===== src/logic/fprs_params.svh =====
/*
 * Constants shared by both ends of the page refresh and status link:
 * opcodes, address layout, status bit positions, timing and the host's
 * own register map.
 * Assumes it is included by bare name after the package, at file scope before the modules.
 */
`ifndef FPRS_PARAMS_SVH
`define FPRS_PARAMS_SVH

// ****************************************************************
// Opcodes
// ****************************************************************
`define FPRS_OP_REFRESH_BUF1 8'h58
`define FPRS_OP_REFRESH_BUF2 8'h59
`define FPRS_OP_STATUS       8'hd7

// ****************************************************************
// Frame layout, in serial clock bits
// ****************************************************************
`define FPRS_OPCODE_BITS     6'h08
`define FPRS_HEADER_BITS     6'h20
`define FPRS_HEADER_LAST     6'h27
`define FPRS_PAGE_MSB_264    19
`define FPRS_PAGE_MSB_256    18

// ****************************************************************
// Status bit positions
// ****************************************************************
`define FPRS_ST_READY        7
`define FPRS_ST_COMP         6
`define FPRS_ST_FAULT        5

// ****************************************************************
// Timing: core clock 250 MHz, self-timed limit in microseconds
// ****************************************************************
`define FPRS_CLK_MHZ         250
`define FPRS_REWRITE_LIMIT_US 20
`define FPRS_SCLK_HALF       4'h2

// ****************************************************************
// Host register map (byte addresses) and control fields
// ****************************************************************
`define FPRS_REG_CTRL        8'h00
`define FPRS_REG_PAGE        8'h04
`define FPRS_REG_STATUS      8'h08
`define FPRS_CTRL_GO         0
`define FPRS_CTRL_KIND       1
`define FPRS_CTRL_BUFFER     2
`define FPRS_CTRL_SIZE256    3

`endif


===== src/logic/fprs_pkg.sv =====
/*
 * Types shared by both ends of the page refresh and status link.
 * Assumes nothing of its surroundings.
 */
package fprs_pkg;

   // ****************************************************************
   // Device command decoder states, Gray coded.
   // ****************************************************************
   typedef enum logic [1:0] {
      FPRS_CMD_OPCODE  = 2'h0,
      FPRS_CMD_REFRESH = 2'h1,
      FPRS_CMD_STATUS  = 2'h3,
      FPRS_CMD_IGNORE  = 2'h2
   } fprs_cmd_type;

   // ****************************************************************
   // Host sequencer states, Gray coded.
   // ****************************************************************
   typedef enum logic [1:0] {
      FPRS_HOST_IDLE  = 2'h0,
      FPRS_HOST_SHIFT = 2'h1,
      FPRS_HOST_TAIL  = 2'h3,
      FPRS_HOST_END   = 2'h2
   } fprs_host_type;

endpackage : fprs_pkg


===== src/logic/fprs_link_if.sv =====
/*
 * Serial link between the host and the flash device end.
 * Assumes both ends run on the same core clock; the testbench joins them.
 */
`timescale 1ns/1ps

interface fprs_link_if;
   logic sclk;      // Serial clock, idle low.
   logic cs_n;      // Chip select, active low.
   logic mosi;      // Host to device data.
   logic miso;      // Device output value.
   logic miso_oe;   // Device drives the output while high.
   wire  miso_line; // Output as the host sees it.

   // There is no pull on the line, so a released output shows the inverse of the
   // last bit; a host that samples outside a driven window then sees wrong data.
   assign miso_line = miso_oe ? miso : !miso;

   modport dev  (input sclk, input cs_n, input mosi, output miso, output miso_oe);
   modport host (output sclk, output cs_n, output mosi, input miso_line);
endinterface : fprs_link_if


===== src/logic/fprs_device.sv =====
/*
 * Device end: decodes page refresh and status read commands from the
 * serial link, times the self-timed refresh and streams the status pair.
 * Assumes link inputs are synchronous to core_clk and that the serial
 * clock half period spans at least two core clocks.
 */
`timescale 1ns/1ps

`include "fprs_params.svh"

// Summary of operation
// - Opcodes 58h/59h select refresh buffer one/two.
// - 264 layout: four dummy, page, nine dummy.
// - 256 layout: five dummy, page, eight dummy.
// - Chip select rise starts copy and program back.
// - Refresh self-timed, busy throughout, bounded time.
// - Trailing data bytes turn refresh into read-modify-write.
// - Host rewrites static pages every 50,000 operations; fprs_host keeps no count and refreshes only on a register order.
// - Opcode D7h then status bits every cycle.
// - Status pair repeats, each repetition current.
// - Status read accepted even while busy.
// - Chip select high releases output at once.
// - Bit 7 ready, sampled per byte.
// - First byte bit 6 compare mismatch.
// - First byte bits 5:2 fixed size code.
// - First byte bit 1 protection enabled.
// - First byte bit 0 page size.
// - Second byte bit 5 erase/program fault.
// - Fault refreshed per operation, cleared on abort.
// - Second byte bits 6,4,3 read zero.
// - Host polls until ready goes one.
// - Compare completion updates bit 6, busy meanwhile.
module fprs_device
   import fprs_pkg::*;
#(
   parameter int unsigned REWRITE_CYCLES = `FPRS_REWRITE_LIMIT_US * `FPRS_CLK_MHZ,
   parameter logic [3:0]  SIZE_CODE      = 4'h5 // Arbitrary value.
)(
   input  wire logic        core_clk,
   input  wire logic        rst,
   fprs_link_if.dev         link,
   input  wire logic        page_size_256,
   input  wire logic        protect_enabled,
   input  wire logic        array_abort,
   input  wire logic        array_fault,
   input  wire logic        compare_busy,
   input  wire logic        compare_done,
   input  wire logic        compare_mismatch,
   output logic             refresh_start,
   output logic             refresh_done,
   output logic             refresh_buffer,
   output logic             refresh_rmw,
   output logic [10:0]      refresh_page,
   output logic             busy
);

   // ****************************************************************
   // Declarations
   // ****************************************************************
   fprs_cmd_type cmd;          // Decoder state of the current frame.
   logic         sclk_q;       // Serial clock one core cycle ago.
   logic         cs_n_q;       // Chip select one core cycle ago.
   logic         rise;         // Serial clock rising edge inside a frame.
   logic         fall;         // Serial clock falling edge inside a frame.
   logic         frame_end;    // Chip select rising edge.
   logic [5:0]   bit_cnt;      // Bits taken in this frame, wraps in data.
   logic [7:0]   opcode_sr;    // Opcode shift register.
   logic [23:0]  addr_sr;      // Address bytes shift register.
   logic [7:0]   next_opcode;  // Opcode including the bit now arriving.
   logic         buffer_sel;   // Buffer named by the opcode.
   logic         data_seen;    // A data bit followed the address.
   logic [31:0]  timer;        // Refresh cycles remaining.
   logic         refreshing;   // Self-timed refresh in progress.
   logic         comp_flag;    // Latest compare outcome.
   logic         fault_flag;   // Latest erase/program outcome.
   logic [3:0]   out_idx;      // Position within the status pair.
   logic [7:0]   out_sr;       // Remaining bits of the byte being sent.
   logic [7:0]   fresh_byte;   // Status byte sampled now.
   logic         miso_q;       // Registered output bit.
   logic         drive_q;      // Output enabled for this frame.

   assign rise        = !link.cs_n && link.sclk && !sclk_q;
   assign fall        = !link.cs_n && !link.sclk && sclk_q;
   assign frame_end   = link.cs_n && !cs_n_q;
   assign next_opcode = {opcode_sr[6:0], link.mosi};
   assign busy        = refreshing || compare_busy;

   // Ready is taken live, so every byte of every repetition is current.
   always_comb begin
      if (out_idx[3]) begin
         fresh_byte = {!busy, 1'b0, fault_flag, 3'h0, 2'h0};
      end else begin
         fresh_byte = {!busy, comp_flag, SIZE_CODE, protect_enabled,
                       page_size_256};
      end
   end

   // ****************************************************************
   // Link edge detection
   // ****************************************************************

   // Previous samples of the link clock and select.
   always_ff @(posedge core_clk or posedge rst) begin
      if (rst) begin
         sclk_q <= 1'b0;
         cs_n_q <= 1'b1;
      end else begin
         sclk_q <= link.sclk;
         cs_n_q <= link.cs_n;
      end
   end

   // ****************************************************************
   // Command shifting and decode
   // ****************************************************************

   // Bit counter; past the header it wraps over one byte so the byte
   // alignment of chip select can still be judged.
   always_ff @(posedge core_clk or posedge rst) begin
      if (rst) begin
         bit_cnt <= 6'h00;
      end else if (link.cs_n) begin
         bit_cnt <= 6'h00;
      end else if (rise) begin
         bit_cnt <= (bit_cnt == `FPRS_HEADER_LAST) ? `FPRS_HEADER_BITS : bit_cnt + 6'h01;
      end
   end

   // Opcode and address capture, most significant bit first.
   always_ff @(posedge core_clk or posedge rst) begin
      if (rst) begin
         opcode_sr <= 8'h00;
         addr_sr   <= 24'h000000;
      end else if (rise && bit_cnt < `FPRS_OPCODE_BITS) begin
         opcode_sr <= next_opcode;
      end else if (rise && bit_cnt < `FPRS_HEADER_BITS) begin
         addr_sr <= {addr_sr[22:0], link.mosi};
      end
   end

   // Decoder state. Status is accepted whatever the busy state; a refresh
   // while busy is ignored so the running one is not disturbed.
   always_ff @(posedge core_clk or posedge rst) begin
      if (rst) begin
         cmd        <= FPRS_CMD_OPCODE;
         buffer_sel <= 1'b0;
      end else if (link.cs_n) begin
         cmd <= FPRS_CMD_OPCODE;
      end else if (rise && bit_cnt == `FPRS_OPCODE_BITS - 6'h01) begin
         if (next_opcode == `FPRS_OP_STATUS) begin
            cmd <= FPRS_CMD_STATUS;
         end else if (next_opcode == `FPRS_OP_REFRESH_BUF1 && !busy) begin
            cmd        <= FPRS_CMD_REFRESH;
            buffer_sel <= 1'b0;
         end else if (next_opcode == `FPRS_OP_REFRESH_BUF2 && !busy) begin
            cmd        <= FPRS_CMD_REFRESH;
            buffer_sel <= 1'b1;
         end else begin
            cmd <= FPRS_CMD_IGNORE;
         end
      end
   end

   // Any bit after the address marks the frame as read-modify-write.
   always_ff @(posedge core_clk or posedge rst) begin
      if (rst) begin
         data_seen <= 1'b0;
      end else if (link.cs_n) begin
         data_seen <= 1'b0;
      end else if (rise && bit_cnt >= `FPRS_HEADER_BITS) begin
         data_seen <= 1'b1;
      end
   end

   // ****************************************************************
   // Self-timed refresh
   // ****************************************************************

   // Start on chip select rise after a whole header ending on a byte
   // boundary; run for the time limit unless the array aborts.
   always_ff @(posedge core_clk or posedge rst) begin
      if (rst) begin
         refreshing     <= 1'b0;
         timer          <= 32'h00000000;
         refresh_start  <= 1'b0;
         refresh_done   <= 1'b0;
         refresh_buffer <= 1'b0;
         refresh_rmw    <= 1'b0;
         refresh_page   <= 11'h000;
      end else begin
         refresh_start <= 1'b0;
         refresh_done  <= 1'b0;
         if (frame_end && cmd == FPRS_CMD_REFRESH && bit_cnt >= `FPRS_HEADER_BITS
             && bit_cnt[2:0] == 3'h0) begin
            refreshing     <= 1'b1;
            timer          <= REWRITE_CYCLES - 1;
            refresh_start  <= 1'b1;
            refresh_buffer <= buffer_sel;
            refresh_rmw    <= data_seen;
            if (page_size_256) begin
               refresh_page <= addr_sr[`FPRS_PAGE_MSB_256 -: 11];
            end else begin
               refresh_page <= addr_sr[`FPRS_PAGE_MSB_264 -: 11];
            end
         end else if (refreshing && (timer == 32'h00000000 || array_abort)) begin
            refreshing   <= 1'b0;
            refresh_done <= 1'b1;
         end else if (refreshing) begin
            timer <= timer - 32'h00000001;
         end
      end
   end

   // ****************************************************************
   // Status flags
   // ****************************************************************

   // Fault follows each finished refresh; an aborted one never sets it.
   always_ff @(posedge core_clk or posedge rst) begin
      if (rst) begin
         fault_flag <= 1'b0;
      end else if (refreshing && array_abort) begin
         fault_flag <= 1'b0;
      end else if (refreshing && timer == 32'h00000000) begin
         fault_flag <= array_fault;
      end
   end

   // Compare outcome is taken only when the compare completes.
   always_ff @(posedge core_clk or posedge rst) begin
      if (rst) begin
         comp_flag <= 1'b0;
      end else if (compare_done) begin
         comp_flag <= compare_mismatch;
      end
   end

   // ****************************************************************
   // Status stream
   // ****************************************************************

   // On each falling edge send the next bit; at a byte start take a fresh
   // sample, so the pair repeats with live contents.
   always_ff @(posedge core_clk or posedge rst) begin
      if (rst) begin
         out_idx <= 4'h0;
         out_sr  <= 8'h00;
         miso_q  <= 1'b0;
         drive_q <= 1'b0;
      end else if (link.cs_n) begin
         out_idx <= 4'h0;
         drive_q <= 1'b0;
      end else if (fall && cmd == FPRS_CMD_STATUS) begin
         drive_q <= 1'b1;
         out_idx <= out_idx + 4'h1;
         if (out_idx[2:0] == 3'h0) begin
            miso_q <= fresh_byte[7];
            out_sr <= {fresh_byte[6:0], 1'b0};
         end else begin
            miso_q <= out_sr[7];
            out_sr <= {out_sr[6:0], 1'b0};
         end
      end
   end

   assign link.miso    = miso_q;
   // Gated by the live select so the release needs no clock edge.
   assign link.miso_oe = drive_q && !link.cs_n;

endmodule : fprs_device


===== src/flat_wrapper.sv =====
// flat-port wrapper written by rule: the top's interface ports become plain ports
module fprs_device_flat import fprs_pkg::*;
#(
   parameter int unsigned REWRITE_CYCLES = `FPRS_REWRITE_LIMIT_US * `FPRS_CLK_MHZ,
   parameter logic [3:0]  SIZE_CODE      = 4'h5                    
)
  (core_clk, rst, page_size_256, protect_enabled, array_abort, array_fault, compare_busy, compare_done, compare_mismatch, refresh_start, refresh_done, refresh_buffer, refresh_rmw, refresh_page, busy, link_sclk, link_cs_n, link_mosi, link_miso, link_miso_oe);
  fprs_link_if link_i ();
  input  wire logic core_clk;
  input  wire logic rst;
  input  wire logic page_size_256;
  input  wire logic protect_enabled;
  input  wire logic array_abort;
  input  wire logic array_fault;
  input  wire logic compare_busy;
  input  wire logic compare_done;
  input  wire logic compare_mismatch;
  output logic refresh_start;
  output logic refresh_done;
  output logic refresh_buffer;
  output logic refresh_rmw;
  output logic [10:0] refresh_page;
  output logic busy;
  input wire logic [$bits(link_i.sclk)-1:0] link_sclk;
  input wire logic [$bits(link_i.cs_n)-1:0] link_cs_n;
  input wire logic [$bits(link_i.mosi)-1:0] link_mosi;
  output wire logic [$bits(link_i.miso)-1:0] link_miso;
  output wire logic [$bits(link_i.miso_oe)-1:0] link_miso_oe;
  assign link_i.sclk = link_sclk;
  assign link_i.cs_n = link_cs_n;
  assign link_i.mosi = link_mosi;
  assign link_miso = link_i.miso;
  assign link_miso_oe = link_i.miso_oe;
  fprs_device #(.REWRITE_CYCLES(REWRITE_CYCLES), .SIZE_CODE(SIZE_CODE)) u_core (.core_clk(core_clk), .rst(rst), .link(link_i), .page_size_256(page_size_256), .protect_enabled(protect_enabled), .array_abort(array_abort), .array_fault(array_fault), .compare_busy(compare_busy), .compare_done(compare_done), .compare_mismatch(compare_mismatch), .refresh_start(refresh_start), .refresh_done(refresh_done), .refresh_buffer(refresh_buffer), .refresh_rmw(refresh_rmw), .refresh_page(refresh_page), .busy(busy));
endmodule

===== config.mk =====
export PLATFORM = sky130hd
export DESIGN_NAME = fprs_device_flat
export DESIGN_NICKNAME = d
export VERILOG_FILES = /design/src/logic/fprs_pkg.sv /design/src/logic/fprs_link_if.sv /design/src/logic/fprs_device.sv /design/src/flat_wrapper.sv
export VERILOG_INCLUDE_DIRS = /design/src /design/src/logic
export SDC_FILE = /design/constraint.sdc
export NUM_CORES = 1
export LEC_CHECK = 0
export BUFFER_PORTS_ARGS = -buffer_cell sky130_fd_sc_hd__buf_2
export CAP_MARGIN = 20
export CORE_MARGIN = 1.5
export CORE_UTILIZATION = 45
export CTS_CLUSTER_SIZE = 40
export DETAILED_ROUTE_END_ITERATION = 10
export PLACE_DENSITY_LB_ADDON = 0.25
export SYNTH_ARGS = -nofsm -noshare
export SYNTH_HDL_FRONTEND = slang
export SYNTH_SLANG_ARGS = --single-unit
export TNS_END_PERCENT = 5

===== constraint.sdc =====
create_clock -name core_clk -period 5.12 [get_ports core_clk]
set_input_delay 0.256 -clock core_clk [delete_from_list [all_inputs] [get_ports core_clk]]
set_output_delay 0.256 -clock core_clk [all_outputs]
set_load 0.01 [all_outputs]

==> impl_metrics.ini, run 1 <==
[outcome]
run_status = finished clean

[worst_setup_path]
worst-r2r-cell-count = 8
critical_path_class = reg -> reg
slowest_stage = nor3_2
crit_required_ns = 5.40
timing.critical_path.from_type = register
critical_path.max_stage_delay_ns = 0.54
worst-path-max-fanout = 23
cp_cell_instances = inv_1 > ha_1 > nor4b_1 > nand4_2 > nor3_2 > buf_4 > o21ai_0 > a21oi_1
r2r_setup_slk_ns = 2.34
r2r-start = u_core.timer[0]$_DFFE_PP0P_
cp.arrival_ns = 3.06
rr_endpoint = u_core.timer[4]$_DFFE_PP0P_
endpoint_type_of_the_worst_setup_path = register

[detailed_routing]
final_antenna_net_count = 0
detail_route.wirelength_mm = 9.45
detail_route.iter0.violations = 231
vias = 3526
route.detailed.wl_per_inst_um = 15.2
route.detailed.drc = 0
viasPerCell = 5.66
detail_route.first_pass.iterations = 5

[placed_design]
post_place_setup_slack_ns = 2.38
place.detailed.hpwl_mm = 6.34
gp_routability_congestion = 0.802
io_buffer_count = 29

[timing]
whs_ns = 0.0409
worst_slack_ns = 2.34
layout_min_cycle_time_ns = 2.78
worst-slew-pin-transition_ns = 1.03
hold_violations = 0
drv_slew = 0
finalSetupTns_ns = 0
slew_headroom_pct = 31.2
fmax_mhz = 360
fin_crit_sh_pct = 54.3
skew_ns = 0.0135
finalSetupViolCount = 0
rsz_0062_raised_after_global_routing = false

[grt]
globalRouteOverflowTotal = 0
grt_pass1_vias = 3625
global_route.usage.total_pct = 18.5
number_of_antenna_violations_at_the_first_check_in_global_routing = 0
wire_length_of_the_first_global_routing_pass_mm = 17.0
grt_max_degree = 62

[power]
internal_power_mw = 1.05
vdd_drop_max_uv = 175
p_switching_mw = 0.362
power.leakage_nw = 2.50
power.density_nw_per_um2 = 266
clock_power_share_pct = 34.9
seq_power_share_pct = 60.3
share_comb_of_total_power_pct = 4.8
sw_frac_of_total_pct = 25.6
totalPowerFinal_mw = 1.41

[layout]
syn_to_final_growth_pct = 9.04
final_layout_size_suffix_gt1_share_pct = 20.3
finalNetCount = 499
most-common-layout-cells = 101 x dfrtp_1, 46 x nand2_1, 33 x a21oi_1
insertedDiodeCount = 0
most_frequent_standard_cell_in_the_layout_excluding_fill_and_tap_cells = dfrtp_1

[logic_synthesis]
synth_seq_cells = 102
synthesis.area_um2 = 4880
synth_top_flop_cell = dfrtp_1
sequential_element_share_of_the_synthesized_area_pct = 52.3
synth_warnings = 0
dominant_cells_by_area_after_synthesis = dfrtp_1 52%, mux2_2 6.7%, nand2_1 3.5%
netlist_instances = 460
async_flop_share_pct = 100
synth.top_cell.area_share_pct = 51.8
postSynthAreaPerCell_um2 = 10.6
post_synth_num_cell_types = 55
synth_top_cell_by_area = dfrtp_1
synth-edff-count = 0
postSynthNetCount = 477

[min_path]
holdPathStages = 1
holdCritPathClass = in -> reg
hold_path_end = u_core.sclk_q$_DFF_PP0_
hp-start = link_sclk

[clocking]
clock_path_buffers = 2
insertion_delay_ns = 0.37
cts_tree = yes
cts_repair_resized_insts = 0
post-cts-setup-buffer-count = 0
cts.reportedPaths.clkPinSlew_ns = 0.11
htree_num_levels = 3
cts_root_buf = clkbuf_8
clkSinkCount = 102
cts_made_buffers = 9

[die]
die_w_um = 107
io-pin-count = 30
floorplan.rows = 37
core-area_um2 = 10400
chipHeight_um = 107
die-area_um2 = 11500
initial_utilization_pct = 46.9

[run]
cap_violations = 0
power groups by stage:
stage          sequential [mW]  clock [mW]  combinational, mW
2_1_floorplan            0.859           0             0.0515
3_3_place_gp             0.864           0             0.0670
3_5_place_dp             0.868           0             0.0695
4_1_cts                  0.852       0.513             0.0702
5_1_grt                  0.856       0.540             0.0777
6_report                 0.852       0.494             0.0675
critical path: cells and delay by family (launching register included):
kind                     cells  cell delay (ns)
AO/OA/AOI/OAI                2             0.31
flip-flops                   1             0.42
adder cells (fa/ha/maj)      1             0.32
AND/OR/NAND/NOR              3             1.20
buffers and inverters        2             0.45
cells by family (layout without fill, tap and decap cells):
| family | after synthesis | in the layout | share of synthesized area, % |
|---|---|---|---|
| flops | 102 | 102 | 52.3 |
| buf+inv | 31 | 58 | 2.95 |
| fa+ha+maj | 5 | 5 | 1.28 |
| mux | 43 | 43 | 9.56 |
| xor+xnor | 8 | 8 | 1.43 |
| compound gates | 88 | 88 | 10.5 |
| simple gates | 183 | 183 | 22.0 |
final cells by class:
cell class / instances / area (µm²)
clock inverter: 7 / 67.6
fill: 978 / 5090
inverter: 8 / 32.5
tap: 136 / 170
sequential: 102 / 2550
multi-input combinational: 327 / 2190
timing repair buffer: 34 / 185
clock buffer: 9 / 124
registers in the layout, indices dropped and copies added, names as in the netlist, 2 cells and up:
name	cells
u_core.out_idx	4
u_core.cmd	2
u_core.bit_cnt	6
u_core.addr_sr	20
u_core.out_sr	7
u_core.refresh_page	11
u_core.opcode_sr	7
u_core.timer	32
layer usage:
metal | share of wire (%) | global-route usage (%) | vias to the layer above
li1 | - | - | 1715
met1 | 47 | 24.4 | 1739
met2 | 49 | 29.8 | 59
met3 | 3.4 | 4.74 | 13
met4 | 0.78 | 5.62 | 0
met5 | 0 | 0 | -
per-stage QoR:
| step | area, µm² | cells | util [%] |
|---|---|---|---|
| after floorplan | 4880 | 460 | - |
| after global placement | 5120 | 606 | 49.2 |
| after detailed placement | 5120 | 606 | 49.2 |
| after CTS | 5330 | 623 | 51.1 |
| after global routing | 5330 | 623 | 51.1 |
| final | 5330 | 623 | 51.1 |
how the worst max path moves through the flow:
| stage | from | to | slack, ns | cells after the start |
|---|---|---|---|---|
| 2_1_floorplan | rst | u_core.addr_sr[0]$_DFFE_PP0P_ | 2.19 | 1 |
| 3_3_place_gp | u_core.timer[0]$_DFFE_PP0P_ | u_core.fault_flag$_DFFE_PP0P_ | 2.51 | 8 |
| 3_5_place_dp | u_core.timer[0]$_DFFE_PP0P_ | u_core.timer[4]$_DFFE_PP0P_ | 2.38 | 8 |
| 4_1_cts | u_core.timer[0]$_DFFE_PP0P_ | u_core.fault_flag$_DFFE_PP0P_ | 2.37 | 8 |
| 5_1_grt | u_core.timer[0]$_DFFE_PP0P_ | u_core.fault_flag$_DFFE_PP0P_ | 2.09 | 8 |
| 6_report | u_core.timer[0]$_DFFE_PP0P_ | u_core.timer[4]$_DFFE_PP0P_ | 2.34 | 8 |
Yosys cell counts, types with 14 or more instances:
cell type  instances
dfrtp_1          101
nand2_1           46
a21oi_1           33
nor2_1            30
mux2_2            29
o21ai_0           29
or4_1             17
clkbuf_1          16
nand3_1           15
o31ai_1           15
mux2i_1           14
timing repair:
| item | 4_1_cts | 5_1_grt |
|---|---|---|
| hold buffers | 1 | 0 |
| hold endpoints to repair | 41 | 0 |
| setup endpoints to repair | 0 | 0 |
(Power assumes the default switching activity.)
==> run 2: changes to the inputs <==
==> constraint.sdc (replaced) <==
create_clock -name core_clk -period 2.8 [get_ports core_clk]
set_input_delay 0.14 -clock core_clk [delete_from_list [all_inputs] [get_ports core_clk]]
set_output_delay 0.14 -clock core_clk [all_outputs]
set_load 0.01 [all_outputs]
==> run 2 against run 1 <==
Effect of this change: sequential cell count stayed put; utilization is 1.2 points higher; clock skew fell by 0.0046 ns; clock power increased by 100%; fmax increased by 8.1%; wire length grew 0.46%.
==> impl_metrics.ini, run 2 (synthesis results as in run 1) <==
[detailed_routing]
detail_route.wirelength_mm = 9.49
viasPerCell = 5.58
route.detailed.wl_per_inst_um = 15.0
final_antenna_net_count = 0
detail_route.iter0.violations = 118
vias = 3533
detail_route.first_pass.iterations = 4
route.detailed.drc = 0

[layout]
layout_top_registers = u_core.timer: 32 flops, u_core.addr_sr: 20 flops, u_core.refresh_page: 11 flops
most_frequent_standard_cell_in_the_layout_excluding_fill_and_tap_cells = dfrtp_1
finalNetCount = 509
final_layout_size_suffix_gt1_share_pct = 20.9
postLayoutCellArea_um2 = 5450
syn_to_final_growth_pct = 11.6
insertedDiodeCount = 0
most-common-layout-cells = 101 x dfrtp_1, 46 x nand2_1, 33 x a21oi_1
registers.top_by_ff_count = u_core.timer
largest_register_ffs = 32

[worst_setup_path]
r2r_setup_slk_ns = 0.23
worst-r2r-cell-count = 7
worst-path-max-fanout = 9
crit_required_ns = 3.03
endpoint_type_of_the_worst_setup_path = register
cp.arrival_ns = 2.80
critical_path_class = reg -> reg
rr_endpoint = u_core.timer[1]$_DFFE_PP0P_
r2r-start = u_core.timer[0]$_DFFE_PP0P_
timing.critical_path.from_type = register

[timing]
rsz_0062_raised_after_global_routing = false
fmax_mhz = 389
slew_headroom_pct = 52.6
layout_min_cycle_time_ns = 2.57
finalSetupTns_ns = 0
drv_slew = 0
finalSetupViolCount = 0
worst-slew-pin-transition_ns = 0.711
skew_ns = 0.00899
worst_slack_ns = 0.228
fin_crit_sh_pct = 91.8
hold_violations = 0

[clocking]
clkSinkCount = 102
cts_made_buffers = 9
insertion_delay_ns = 0.37
htree_num_levels = 3
cts_tree = yes
cts_root_buf = clkbuf_8
cts.reportedPaths.clkPinSlew_ns = 0.10
post-cts-setup-buffer-count = 0
clock_path_buffers = 2

[placed_design]
place.detailed.hpwl_mm = 6.23
gp_routability_congestion = 0.824
placement.cell_area_um2 = 5170
io_buffer_count = 29
post_place_setup_slack_ns = 0.327

[run]
cap_violations = 0

[die]
die-area_um2 = 11500
io-pin-count = 30
core-area_um2 = 10400
initial_utilization_pct = 46.9
floorplan.rows = 37
chipHeight_um = 107
die_w_um = 107

[grt]
grt_pass1_vias = 3524
use_met1_pct = 24.5
globalRouteOverflowTotal = 0
grt_max_degree = 103
use_met2_pct = 28.8
use_met3_pct = 4.01
wire_length_of_the_first_global_routing_pass_mm = 16.6
global_route.usage.total_pct = 18.1
globalRoute.busiestLayer = met2
number_of_antenna_violations_at_the_first_check_in_global_routing = 0

[power]
power.leakage_nw = 2.56
vdd_drop_max_uv = 349
power.density_nw_per_um2 = 492
totalPowerFinal_mw = 2.68

[min_path]
holdPathStages = 2
holdCritPathClass = in -> reg
hold_path_end = u_core.opcode_sr[0]$_DFFE_PP0P_
hp-start = link_mosi

[outcome]
run_status = finished clean
[run 2: worst max path at each step]
stage,from,endpoint,slack [ns],cells after the start
2_1_floorplan,u_core.timer[0]$_DFFE_PP0P_,u_core.fault_flag$_DFFE_PP0P_,0.54,10
3_3_place_gp,u_core.timer[0]$_DFFE_PP0P_,u_core.timer[1]$_DFFE_PP0P_,0.46,7
3_5_place_dp,u_core.timer[0]$_DFFE_PP0P_,u_core.timer[1]$_DFFE_PP0P_,0.33,7
4_1_cts,u_core.timer[0]$_DFFE_PP0P_,u_core.timer[1]$_DFFE_PP0P_,0.28,7
5_1_grt,u_core.timer[0]$_DFFE_PP0P_,u_core.timer[1]$_DFFE_PP0P_,0.10,7
6_report,u_core.timer[0]$_DFFE_PP0P_,u_core.timer[1]$_DFFE_PP0P_,0.23,7
[run 2: report_power, final]
| part | internal [mW] | switching [mW] | total, mW |
|---|---|---|---|
| clock network | 0.453 | 0.542 | 0.995 |
| registers | 1.52 | 0.0363 | 1.55 |
| logic | 0.0677 | 0.0640 | 0.132 |
[run 2: cell type report]
cell class / count / area, µm²
Sequential cell: 102 / 2550
Multi-Input combinational cell: 327 / 2190
Clock inverter: 6 / 76.3
Inverter: 8 / 33.8
Timing Repair Buffer: 44 / 285
Clock buffer: 10 / 138
Tap cell: 136 / 170
Fill cell: 948 / 4970
[run 2: per-stage QoR]
stage          util (%)  cells  hold slack [ns]
2_1_floorplan         -    460            0.144
3_5_place_dp       49.7    611            0.306
4_1_cts            52.3    633           0.0291
3_3_place_gp       49.7    611            0.307
5_1_grt            52.3    633           0.0386
6_report           52.3    633           0.0448
[run 2: what timing repair did]
item	4_1_cts	5_1_grt
resized for setup	0	0
hold buffers	6	0
endpoints found under the hold margin	105	0
[run 2: per-layer routing]
| metal | part of all wire, % | wire, µm |
|---|---|---|
| met5 | 0 | 0 |
| met4 | 1.5 | 144 |
| met3 | 3.7 | 351 |
| met2 | 47 | 4510 |
| met1 | 47 | 4490 |
[run 2: worst max-delay path: stages (launching register included)]
cell and delay, ns:
dfrtp_1 0.42, inv_1 0.10, ha_1 0.33, nor4b_1 0.43, nand4_2 0.25, or3_1 0.52
a211oi_1 0.30, a41oi_1 0.08
